## src/hdl/twf_pkg.sv

```systemverilog
// Constants and types for the two-word instruction fetch block
package twf_pkg;
    localparam int          PC_W       = 21;
    localparam int          SP_W       = 5;
    localparam logic [20:0] PC_RESET   = 21'h00_0000;
    localparam logic [20:0] VEC_HIGH   = 21'h00_0008;
    localparam logic [20:0] VEC_LOW    = 21'h00_0018;
    localparam logic [20:0] PC_STEP    = 21'h00_0002;
    localparam logic [4:0]  SP_RESET   = 5'h00;
    localparam logic [3:0]  SECOND_TAG = 4'hF;
    // First-word opcode prefixes of the two-word instructions, the relative branch and the skip test
    localparam logic [6:0]  OP_CALL    = 7'h76;   // 1110 110
    localparam logic [7:0]  OP_JUMP    = 8'hEF;   // 1110 1111
    localparam logic [3:0]  OP_MOVE    = 4'hC;    // 1100
    localparam logic [7:0]  OP_PTRLD   = 8'hEE;   // 1110 1110
    localparam logic [3:0]  OP_BRA     = 4'hD;    // 1101 0 : relative branch
    localparam logic [6:0]  OP_SKIPZ   = 7'h33;   // 0110 011 : test_skip_if_zero, top seven bits

    typedef enum logic [1:0] {
        TWF_FIRST  = 2'b00,
        TWF_SECOND = 2'b01,
        TWF_FLUSH  = 2'b10
    } twf_state_e;

    typedef enum logic [2:0] {
        TWF_K_NONE = 3'b000,
        TWF_K_CALL = 3'b001,
        TWF_K_JUMP = 3'b010,
        TWF_K_MOVE = 3'b011,
        TWF_K_PTR  = 3'b100
    } twf_kind_e;
endpackage

```

## src/hdl/twf_decode.sv

```systemverilog
// First-word classifier for the two-word instructions
`timescale 1ns/10ps
`default_nettype none
module twf_decode
    import twf_pkg::*;
(
    // Instruction word
    input  wire logic [15:0] word,
    // Classification
    output var twf_pkg::twf_kind_e kind,
    output logic                   is_bra
);
    import twf_pkg::*;

    // Only four prefixes open a two-word instruction
    always_comb begin
        kind   = TWF_K_NONE;
        is_bra = 1'b0;
        if (word[15:9] == OP_CALL) begin
            kind = TWF_K_CALL;
        end else if (word[15:8] == OP_JUMP) begin
            kind = TWF_K_JUMP;
        end else if (word[15:8] == OP_PTRLD) begin
            kind = TWF_K_PTR;
        end else if (word[15:12] == OP_MOVE) begin
            kind = TWF_K_MOVE;
        end else if (word[15:11] == {OP_BRA, 1'b0}) begin
            is_bra = 1'b1;
        end
    end
endmodule
`default_nettype wire

```

## src/hdl/twf_fetch.sv

```systemverilog
// Program counter, fetch sequencing and two-word decode
`timescale 1ns/10ps
`default_nettype none
module twf_fetch
    import twf_pkg::*;
(
    // Clock and reset
    input  wire logic              MCLK,
    input  wire logic              SYS_RST,
    // Program memory
    input  wire logic [15:0]       INSTR_WORD,
    input  wire logic              INSTR_VALID,
    output logic [twf_pkg::PC_W-1:0] FETCH_ADDR,
    // Skip condition and interrupt wake-up
    input  wire logic              SKIP_COND,
    input  wire logic              WAKE_INT,
    input  wire logic              WAKE_HIGH,
    input  wire logic              HIGH_PRIORITY_GLOBAL_INT_ENABLE,
    input  wire logic              LOW_PRIORITY_GLOBAL_INT_ENABLE,
    // Executed instruction
    output logic                   EXEC_VALID,
    output logic [2:0]             EXEC_KIND,
    output logic [15:0]            EXEC_FIRST,
    output logic [11:0]            EXEC_LITERAL,
    output logic                   EXEC_NOP,
    // Stack
    output logic [7:0]             TOP_OF_STACK_UPPER_BYTE,
    output logic [7:0]             TOP_OF_STACK_HIGH_BYTE,
    output logic [7:0]             TOP_OF_STACK_LOW_BYTE,
    output logic [twf_pkg::SP_W-1:0] RETURN_STACK_POINTER
);
    import twf_pkg::*;

    typedef struct packed {
        twf_state_e       st;
        logic [PC_W-1:0]  pc;
        logic [15:0]      first;
        twf_kind_e        kind;
        logic             exv;
        logic [2:0]       exk;
        logic [15:0]      exf;
        logic [11:0]      lit;
        logic             nop;
        logic             skip;
        logic [23:0]      tos;
        logic [SP_W-1:0]  sp;
    } twf_state_s;

    twf_state_s q_q;
    twf_state_s d_d;
    twf_kind_e  dec_kind;
    logic       dec_bra;
    logic [PC_W-1:0] bra_off;

    twf_decode u_dec (
        .word   (INSTR_WORD),
        .kind   (dec_kind),
        .is_bra (dec_bra)
    );

    // Offset counts words, so shift into bytes
    assign bra_off = {{(PC_W-12){INSTR_WORD[10]}}, INSTR_WORD[10:0], 1'b0};

    // Next state
    always_comb begin
        d_d     = q_q;
        d_d.exv = 1'b0;
        d_d.nop = 1'b0;
        if (WAKE_INT && (HIGH_PRIORITY_GLOBAL_INT_ENABLE || LOW_PRIORITY_GLOBAL_INT_ENABLE)) begin
            d_d.tos = {3'h0, q_q.pc};
            d_d.sp  = SP_W'(q_q.sp + 1'b1);
            d_d.pc  = WAKE_HIGH ? VEC_HIGH : VEC_LOW;
            d_d.st  = TWF_FIRST;
            // A pending skip belongs to the interrupted flow, not the handler
            d_d.skip = 1'b0;
        end else if (INSTR_VALID) begin
            d_d.pc = PC_W'(q_q.pc + PC_STEP);
            unique case (q_q.st)
                TWF_FIRST: begin
                    if (q_q.skip) begin
                        // Skipped word: a two-word one also has its second word consumed as a no-op in TWF_FLUSH
                        d_d.skip = 1'b0;
                        d_d.st   = (dec_kind != TWF_K_NONE) ? TWF_FLUSH : TWF_FIRST;
                    end else if (INSTR_WORD[15:12] == SECOND_TAG) begin
                        d_d.exv = 1'b1;
                        d_d.nop = 1'b1;
                        d_d.exk = TWF_K_NONE;
                        d_d.exf = INSTR_WORD;
                    end else if (dec_kind != TWF_K_NONE) begin
                        d_d.first = INSTR_WORD;
                        d_d.kind  = dec_kind;
                        d_d.st    = TWF_SECOND;
                    end else begin
                        d_d.exv  = 1'b1;
                        d_d.exk  = TWF_K_NONE;
                        d_d.exf  = INSTR_WORD;
                        d_d.skip = (INSTR_WORD[15:9] == OP_SKIPZ) && SKIP_COND;
                        if (dec_bra) begin
                            d_d.pc = PC_W'(q_q.pc + PC_STEP + bra_off);
                        end
                    end
                end
                TWF_SECOND: begin
                    d_d.st  = TWF_FIRST;
                    d_d.exv = 1'b1;
                    d_d.exk = q_q.kind;
                    d_d.exf = q_q.first;
                    d_d.lit = INSTR_WORD[11:0];
                    if (q_q.kind == TWF_K_CALL || q_q.kind == TWF_K_JUMP) begin
                        // Word address lands in bits 20:1; bit 0 stays clear
                        d_d.pc = {INSTR_WORD[11:0], q_q.first[7:0], 1'b0};
                    end
                end
                TWF_FLUSH: begin
                    d_d.st  = TWF_FIRST;
                    d_d.exv = 1'b1;
                    d_d.nop = 1'b1;
                    d_d.exk = TWF_K_NONE;
                    d_d.exf = INSTR_WORD;
                end
                default: d_d.st = TWF_FIRST;
            endcase
        end
        d_d.pc[0] = 1'b0;
    end

    // State register
    always_ff @(posedge MCLK or posedge SYS_RST) begin
        if (SYS_RST) begin
            q_q <= '{st: TWF_FIRST, pc: PC_RESET, first: 16'h0000, kind: TWF_K_NONE,
                     exv: 1'b0, exk: 3'h0, exf: 16'h0000, lit: 12'h000, nop: 1'b0,
                     skip: 1'b0, tos: 24'h00_0000, sp: SP_RESET};
        end else begin
            q_q <= d_d;
        end
    end

    // Outputs straight from the state register
    assign FETCH_ADDR              = q_q.pc;
    assign EXEC_VALID              = q_q.exv;
    assign EXEC_KIND               = q_q.exk;
    assign EXEC_FIRST              = q_q.exf;
    assign EXEC_LITERAL            = q_q.lit;
    assign EXEC_NOP                = q_q.nop;
    assign TOP_OF_STACK_UPPER_BYTE = q_q.tos[23:16];
    assign TOP_OF_STACK_HIGH_BYTE  = q_q.tos[15:8];
    assign TOP_OF_STACK_LOW_BYTE   = q_q.tos[7:0];
    assign RETURN_STACK_POINTER    = q_q.sp;

    // Checks
    property p_pc_even;
        @(posedge MCLK) disable iff (SYS_RST) FETCH_ADDR[0] == 1'b0;
    endproperty
    a_pc_even: assert property (p_pc_even) else $error("pc odd");

    property p_step;
        @(posedge MCLK) disable iff (SYS_RST)
        (INSTR_VALID && !WAKE_INT && q_q.st == TWF_FIRST && !q_q.skip && dec_kind == TWF_K_NONE && !dec_bra)
        |=> FETCH_ADDR == $past(FETCH_ADDR) + PC_STEP;
    endproperty
    a_step: assert property (p_step) else $error("pc step wrong");

    property p_jump;
        @(posedge MCLK) disable iff (SYS_RST)
        (INSTR_VALID && !WAKE_INT && q_q.st == TWF_SECOND && q_q.kind == TWF_K_JUMP)
        |=> FETCH_ADDR == {$past(INSTR_WORD[11:0]), $past(q_q.first[7:0]), 1'b0};
    endproperty
    a_jump: assert property (p_jump) else $error("jump target wrong");

    property p_lone_nop;
        @(posedge MCLK) disable iff (SYS_RST)
        (INSTR_VALID && !WAKE_INT && q_q.st == TWF_FIRST && !q_q.skip && INSTR_WORD[15:12] == SECOND_TAG)
        |=> EXEC_VALID && EXEC_NOP;
    endproperty
    a_lone_nop: assert property (p_lone_nop) else $error("lone second word not nop");

    property p_literal;
        @(posedge MCLK) disable iff (SYS_RST)
        (INSTR_VALID && !WAKE_INT && q_q.st == TWF_SECOND)
        |=> EXEC_VALID && !EXEC_NOP && EXEC_LITERAL == $past(INSTR_WORD[11:0]);
    endproperty
    a_literal: assert property (p_literal) else $error("literal not taken");

    property p_vector;
        @(posedge MCLK) disable iff (SYS_RST)
        (WAKE_INT && HIGH_PRIORITY_GLOBAL_INT_ENABLE)
        |=> FETCH_ADDR == ($past(WAKE_HIGH) ? VEC_HIGH : VEC_LOW);
    endproperty
    a_vector: assert property (p_vector) else $error("vector wrong");

    property p_push;
        @(posedge MCLK) disable iff (SYS_RST)
        (WAKE_INT && (HIGH_PRIORITY_GLOBAL_INT_ENABLE || LOW_PRIORITY_GLOBAL_INT_ENABLE))
        |=> RETURN_STACK_POINTER == SP_W'($past(RETURN_STACK_POINTER) + 1'b1)
            && TOP_OF_STACK_LOW_BYTE == $past(FETCH_ADDR[7:0]);
    endproperty
    a_push: assert property (p_push) else $error("stack push wrong");

    property p_flush;
        @(posedge MCLK) disable iff (SYS_RST)
        (INSTR_VALID && !WAKE_INT && q_q.st == TWF_FIRST && q_q.skip && dec_kind != TWF_K_NONE)
        ##1 (INSTR_VALID && !WAKE_INT) |=> EXEC_NOP;
    endproperty
    a_flush: assert property (p_flush) else $error("skipped pair not nop");

    // A call lands on its word address just as a jump does
    property p_call;
        @(posedge MCLK) disable iff (SYS_RST)
        (INSTR_VALID && !WAKE_INT && q_q.st == TWF_SECOND && q_q.kind == TWF_K_CALL)
        |=> FETCH_ADDR == {$past(INSTR_WORD[11:0]), $past(q_q.first[7:0]), 1'b0};
    endproperty
    a_call: assert property (p_call) else $error("call target wrong");

    // No word and no taken wake-up: nothing may move
    property p_hold;
        @(posedge MCLK) disable iff (SYS_RST)
        (!INSTR_VALID && !(WAKE_INT && (HIGH_PRIORITY_GLOBAL_INT_ENABLE || LOW_PRIORITY_GLOBAL_INT_ENABLE)))
        |=> $stable(FETCH_ADDR) && $stable(RETURN_STACK_POINTER) && !EXEC_VALID;
    endproperty
    a_hold: assert property (p_hold) else $error("state moved while idle");

    // Scenario coverage: pairs, wake-ups, skips, lone no-ops, calls
    c_two_word: cover property (@(posedge MCLK) disable iff (SYS_RST) EXEC_VALID && EXEC_KIND == 3'h3);
    c_irq:      cover property (@(posedge MCLK) disable iff (SYS_RST) WAKE_INT && LOW_PRIORITY_GLOBAL_INT_ENABLE);
    c_flush:    cover property (@(posedge MCLK) disable iff (SYS_RST) q_q.st == TWF_FLUSH);
    c_lone_nop: cover property (@(posedge MCLK) disable iff (SYS_RST) EXEC_VALID && EXEC_NOP);
    c_call:     cover property (@(posedge MCLK) disable iff (SYS_RST) EXEC_VALID && EXEC_KIND == 3'h1);
endmodule
`default_nettype wire

```

## config.mk

```make
export PLATFORM = sky130hd
export DESIGN_NAME = twf_fetch
export DESIGN_NICKNAME = d
export VERILOG_FILES = /design/src/hdl/twf_pkg.sv /design/src/hdl/twf_decode.sv /design/src/hdl/twf_fetch.sv
export SDC_FILE = /design/constraint.sdc
export NUM_CORES = 1
export LEC_CHECK = 0
export BUFFER_PORTS_ARGS = -buffer_cell sky130_fd_sc_hd__buf_2
export CAP_MARGIN = 40
export CORE_ASPECT_RATIO = 0.5
export CORE_MARGIN = 8
export CORE_UTILIZATION = 45
export DETAILED_ROUTE_END_ITERATION = 10
export GPL_ROUTABILITY_DRIVEN = 0
export HOLD_SLACK_MARGIN = 0.1
export PLACE_DENSITY = 0.66
export SLEW_MARGIN = 20
export SYNTH_ARGS = -nofsm -noshare
export SYNTH_HDL_FRONTEND = slang
export SYNTH_SLANG_ARGS = --single-unit
```

## constraint.sdc

```tcl
create_clock -name MCLK -period 8.4 [get_ports MCLK]
set_input_delay 1.26 -clock MCLK [delete_from_list [all_inputs] [get_ports MCLK]]
set_output_delay 1.26 -clock MCLK [all_outputs]
set_load 0.01 [all_outputs]
```

==> run metrics, run 1 <==
Most used DFF post-synth=dfrtp_1; sequential share of the synthesized area=36.8%; hpwl dp=13600 um; maximum vdd drop=120 uV; Post-CTS Setup Repair Bufs=0; worst slack, placed=4630 ps; Site Rows=31; worst-margin pin slew=811 ps; initial cell density of the core=46.5%; Worst Setup End Kind=flop; Clock Sinks=100; Fillers=1395; largest net degree at the start of global routing=57; Mapped Area=0.00679 sq mm; clk_lat worst skew=360 ps; First-pass DRT Iterations=5; startpoint types=flop; Post-CTS Resized=0; CTS clk-pin slew, worst paths=80 ps; Leak Pwr=3.39 nW; Num CTS Buffers=9; DR vias/cell=5.76; Hold/Removal Path Class=flop to flop; CTS Buffer Depth=2; initial antenna violation count=0; final-report max-slew violation count=0; CP max stage delay=540 ps; CP Data Required Time=8680 ps; share of cells above drive strength 1=21.9%; io pins=107; via count=5743; total track usage=19.2%; Max Cap Viol=0; crit path DAT=4070 ps; clk_skew=9.14 ps; vias in the first global route=5505; Die Y=103 um; Setup-failing EPs final=0; full die area=0.0195 sq mm; Avg WL per Cell=19.0 um; largest cells by area after synthesis=dfrtp_1 37%, buf_4 9.0%, nand2_1 8.0%; total grt overflow=0; total negative slack=0 ps; Ant. Diodes=0; #FFs+latches synth=100; Root Buffer=clkbuf_16; area grow syn2layout=5.80%; Final period util=45.2%; H-tree depth=3; final worst setup slack=4610 ps; DRC=0; Syn Area/Cell=8.53 sq um; relative slew slack=45.3%; first-pass GRT wire length=29900 um; die width=190 um; PortBufs=101; PwrDens=215 mW/mm^2; critical-path maximum fanout=8; status=completed; Post-CTS Hold Buffers=0; CP Class=flop to flop; cell taking the most area after synthesis=dfrtp_1; Routed Antenna Nets=0; Synth Instances=796; drt initial violations=501; f_max=264 MHz; endpoints failing hold=0; CP most frequent cell=ha_1; critical-path cell list=ha_1 -> and4_1 -> and3_1 -> nand3_1 -> xnor2_1 -> ha_1 -> o21ai_0 -> o211ai_1 -> nand2_1 -> a21boi_0 -> o22ai_1 -> or4_1 -> o211ai_2; CTS tree=done; RSZ-0062 raised after global routing=no; CP max stage cell=or4_1; final wirelength=18900 um; final net count=845; Synth async-reset ratio=100%; number of flops mapped to enable cells by yosys=0; Period minus WS final=3790 ps; Core ar.=0.0146 sq mm; most frequent cells after synthesis=144 x nand2_1, 100 x dfrtp_1, 81 x buf_4; top-count cell post-synth=nand2_1; post-synth cell types=65; synth warn=0; proportion of netlist area held by the largest area contributor=36.8%
[sequential cells by signal, indices dropped and copies added (netlist names), 3 cells and up]
signal                   count
TOP_OF_STACK_LOW_BYTE        7
EXEC_FIRST                  16
RETURN_STACK_POINTER         5
TOP_OF_STACK_HIGH_BYTE       8
EXEC_LITERAL                12
TOP_OF_STACK_UPPER_BYTE      5
EXEC_KIND                    3
FETCH_ADDR                  20
q_q                         22
[worst max-delay path: cells and delay by family, from the launching register on]
family,cells,cell delay (ps)
compound gates,5,840
xor+xnor,1,180
fa+ha+maj,2,720
flops,1,470
simple gates,5,1490
[cells by family after synthesis]
group | synth area share [%]
other cells | 0.0552
fa+ha+maj | 5.08
simple gates | 18.3
xor+xnor | 4.77
buf+inv | 12.6
compound gates | 17.9
flops | 36.8
mux | 4.51
[final timing paths]
check                                               from                   endpoint  slack (ps)  cells past startpoint
worst min register to register  TOP_OF_STACK_LOW_BYTE[5]   TOP_OF_STACK_LOW_BYTE[5]         470                      2
worst max register to register             FETCH_ADDR[1]             FETCH_ADDR[20]        4610                     13
min in group asynchronous                        SYS_RST                   EXEC_NOP         960                      2
worst min-delay path            TOP_OF_STACK_LOW_BYTE[5]   TOP_OF_STACK_LOW_BYTE[5]         470                      2
max in group asynchronous                        SYS_RST  TOP_OF_STACK_HIGH_BYTE[7]        6570                      4
worst max-delay path                       FETCH_ADDR[1]             FETCH_ADDR[20]        4610                     13
[report_power, final]
part | total [mW] | leakage (nW) | switching, mW | internal (mW)
clock network | 0.437 | 0.152 | 0.221 | 0.216
logic | 0.468 | 1.96 | 0.275 | 0.193
registers | 0.639 | 1.28 | 0.0718 | 0.567
total | 1.54 | 3.39 | 0.568 | 0.976
[layout make-up]
cell class	count	area, sq um	area share [%]
Timing Repair Buffer	111	604	8.41
Tap cell	198	248	3.45
Multi-Input combinational cell	558	3460	48.2
Sequential cell	100	2500	34.8
Clock buffer	9	225	3.13
Clock inverter	7	91.3	1.27
Inverter	14	55.1	0.766
[cells in the final DEF (no fill, tap or decap), types with 19 or more instances in the layout]
cell,count
a21oi_1,38
a22oi_1,19
buf_2,101
dfrtp_1,100
ha_1,26
mux2_2,25
nand2_1,144
nor2_1,46
o21ai_0,65
xnor2_1,23
[through the flow]
stage | util [%] | power, mW | hold slack (ps) | cell area (sq um) | cells
6_report | 49.1 | 1.54 | 471 | 7190 | 997
5_1_grt | 49.1 | 1.63 | 502 | 7190 | 997
4_1_cts | 48.9 | 1.55 | 474 | 7150 | 995
3_5_place_dp | 46.7 | 1.11 | 454 | 6840 | 979
3_3_place_gp | 46.7 | 1.10 | 452 | 6820 | 978
2_1_floorplan | - | 1.03 | 440 | 6810 | 800
[per-layer routing]
| metal | wire length (um) | global-route usage (%) | vias to the layer above | part of all wire, % |
|---|---|---|---|---|
| met5 | 0 | 0 | - | 0 |
| met4 | 339 | 5.49 | 0 | 1.8 |
| met3 | 1340 | 3.88 | 37 | 7.1 |
| met2 | 8670 | 31.6 | 201 | 46 |
| met1 | 8570 | 25.6 | 2809 | 45 |
| li1 | - | - | 2696 | - |
(Power assumes the default switching activity.)
==> run 2, diff against run 1 <==
PLACE_DENSITY = 0.68   (was 0.66)
clock period = 3.4 ns   (was 8.4 ns; I/O delays follow)
==> run 2 against run 1 <==
Compared with the run above:
- worst setup slack got worse by 4500 ps
- combinational power rose to 2.6 times the previous value
- register-to-register slack got worse by 4500 ps
- highest routed layer unchanged
- global-route usage down 0.18 points
- critical endpoint unchanged
- largest power group unchanged
==> run metrics, run 2 (synthesis gave the netlist of run 1 again) <==
reg2reg end=FETCH_ADDR[20]; final wirelength=18700 um (-1.0%); PwrDens=523 mW/mm^2 (+140%); DR vias/cell=5.74 (-0.30%); Avg WL per Cell=18.6 um (-2.1%); DRC=0 (unchanged); CP Class=flop to flop; critical path startpoint=FETCH_ADDR[1]; die width=190 um (unchanged); Leak Pwr=3.45 nW (+1.7%); Top delay family on crit path=simple AND/OR/NAND/NOR gates; relative slew slack=45.3% (-0.063 points); f_max=301 MHz (+14%); CTS Buffer Depth=2 (unchanged); clk_skew=9.71 ps (+0.573 ps); CP max stage delay=530 ps (about the same); Site Rows=31 (unchanged); hpwl dp=13500 um (-0.86%); maximum vdd drop=223 uV (+85%); crit path DAT=3600 ps (-470 ps); First-pass DRT Iterations=5 (unchanged); startpoint types=flop; drt initial violations=495 (-1.2%); Hold/Removal Path Class=primary input to async pin; worst-margin pin slew=812 ps (+0.933 ps); Root Buffer=clkbuf_16; Period minus WS final=3330 ps (-466 ps); cell count along the critical path=12 (-1); Post-CTS Hold Buffers=0 (unchanged); Final period util=97.8% (+53 points); commonest non-fill, non-tap cell in the layout=nand2_1; worst reg-to-reg setup slack=70 ps (-4530 ps); critical-path cell list=ha_1 -> and4_1 -> and4_1 -> xnor2_2 -> inv_1 -> ha_1 -> nand2_1 -> a211o_2 -> a21oi_4 -> mux2_4 -> or4_1 -> o211ai_2; Clock Sinks=100 (unchanged); Bufs and invs on worst path=1 (+1); CP Data Required Time=3670 ps (-5010 ps); Fin Hold WS=241 ps (-230 ps); Ant. Diodes=0 (unchanged); status=completed; Max Cap Viol=0 (unchanged); initial antenna violation count=0 (unchanged); clk_lat worst skew=350 ps (about the same); Biggest register=q_q; vias in the first global route=5744 (+4.3%); Critical Path End=FETCH_ADDR[20]; R2R depth=12 (-1); most frequent cells in the layout=144 x nand2_1, 101 x buf_2, 95 x dfrtp_1; largest net degree at the start of global routing=56 (-1.8%); CTS tree=done; first-pass GRT wire length=29900 um (+0.25%); Reg-to-Reg Start=FETCH_ADDR[1]; area grow syn2layout=7.75%; RSZ-0062 raised after global routing=yes; critical-path maximum fanout=4 (-4); via count=5789 (+0.80%); io pins=107 (unchanged); final net count=856 (+1.3%); CP max stage cell=or4_1; total grt overflow=0 (unchanged); Core ar.=0.0146 sq mm (unchanged); Setup-failing EPs final=0 (unchanged); full die area=0.0195 sq mm (unchanged); initial cell density of the core=46.5% (unchanged); endpoints failing hold=0 (unchanged); Die Y=103 um (unchanged); share of cells above drive strength 1=24.4% (+2.5 points); Num CTS Buffers=9 (unchanged); max FFs per register=22 (unchanged); Worst Setup End Kind=flop; H-tree depth=3 (unchanged); Routed Antenna Nets=0 (unchanged); CTS clk-pin slew, worst paths=80 ps (about the same); final-report max-slew violation count=0 (unchanged); total track usage=19.1% (-0.18 points); Tot Pwr=3.83 mW (+150%); PortBufs=101 (unchanged)
run 2: cell count changes in the layout (fill, tap and decap cells not counted), moves of 2 or more:
| cell | delta |
|---|---|
| buf_4 | +12 |
| ha_1 | -2 |
| dfrtp_1 | -5 |
| ha_4 | +2 |
| xnor2_2 | +2 |
| dfrtp_2 | +5 |
| xnor2_1 | -2 |
run 2: worst min-delay path by stage:
stage | startpoint | end | slack (ps)
global placement | q_q[81] | q_q[81] | 450
CTS | SYS_RST | RETURN_STACK_POINTER[4] | 260
floorplan | q_q[80] | q_q[80] | 440
finish | SYS_RST | RETURN_STACK_POINTER[4] | 240
global route | SYS_RST | RETURN_STACK_POINTER[4] | 290
detailed placement | TOP_OF_STACK_LOW_BYTE[2] | TOP_OF_STACK_LOW_BYTE[2] | 460
run 2: repair_timing:
item                                    CTS  global route
endpoints found under the setup margin    1             9
pin swaps                                 0             1
gates cloned                              0             0
buffers inserted                          0             1
hold endpoints to repair                  0             0
resized for setup                         1            15
run 2: worst register-to-register path, cell delays in order (launching register included):
cell and delay [ps]:
dfrtp_1 380, ha_1 220, and4_1 260, and4_1 250, xnor2_2 200, inv_1 60, ha_1 340, nand2_1 100
a211o_2 360, a21oi_4 150, mux2_4 320, or4_1 530, o211ai_2 70
run 2: layout make-up:
class	count	area, sq um
multi-input combinational	558	3520
timing repair buffer	122	676
clock inverter	7	91.3
tap	198	248
inverter	14	55.1
fill	1397	7300
clock buffer	9	225
sequential	100	2510
run 2: power by group:
part / switching [mW] / internal (mW) / total (mW)
logic: 0.694 / 0.501 / 1.20
clock network: 0.537 / 0.529 / 1.07
registers: 0.163 / 1.40 / 1.57
run 2: through the flow:
stage	setup slack, ps	utilization (%)	cell area [sq um]	setup TNS, ps	std cells
finish	73.3	50.1	7320	0	1008
global route	-43.3	50.1	7320	-89.6	1008
CTS	59.3	49.6	7260	0	1007
detailed placement	9.13	47.4	6930	0	991
global placement	55.1	47.4	6930	0	991
floorplan	79.6	-	6810	0	800
run 2: per-layer routing:
metal  wire length (um)  vias up  global-route usage (%)
li1                   -     2702                       -
met1               8260     2850                    24.5
met2               8800      202                    31.8
met3               1240       35                    3.41
met4                426        0                    7.52
met5                  0        -                       0
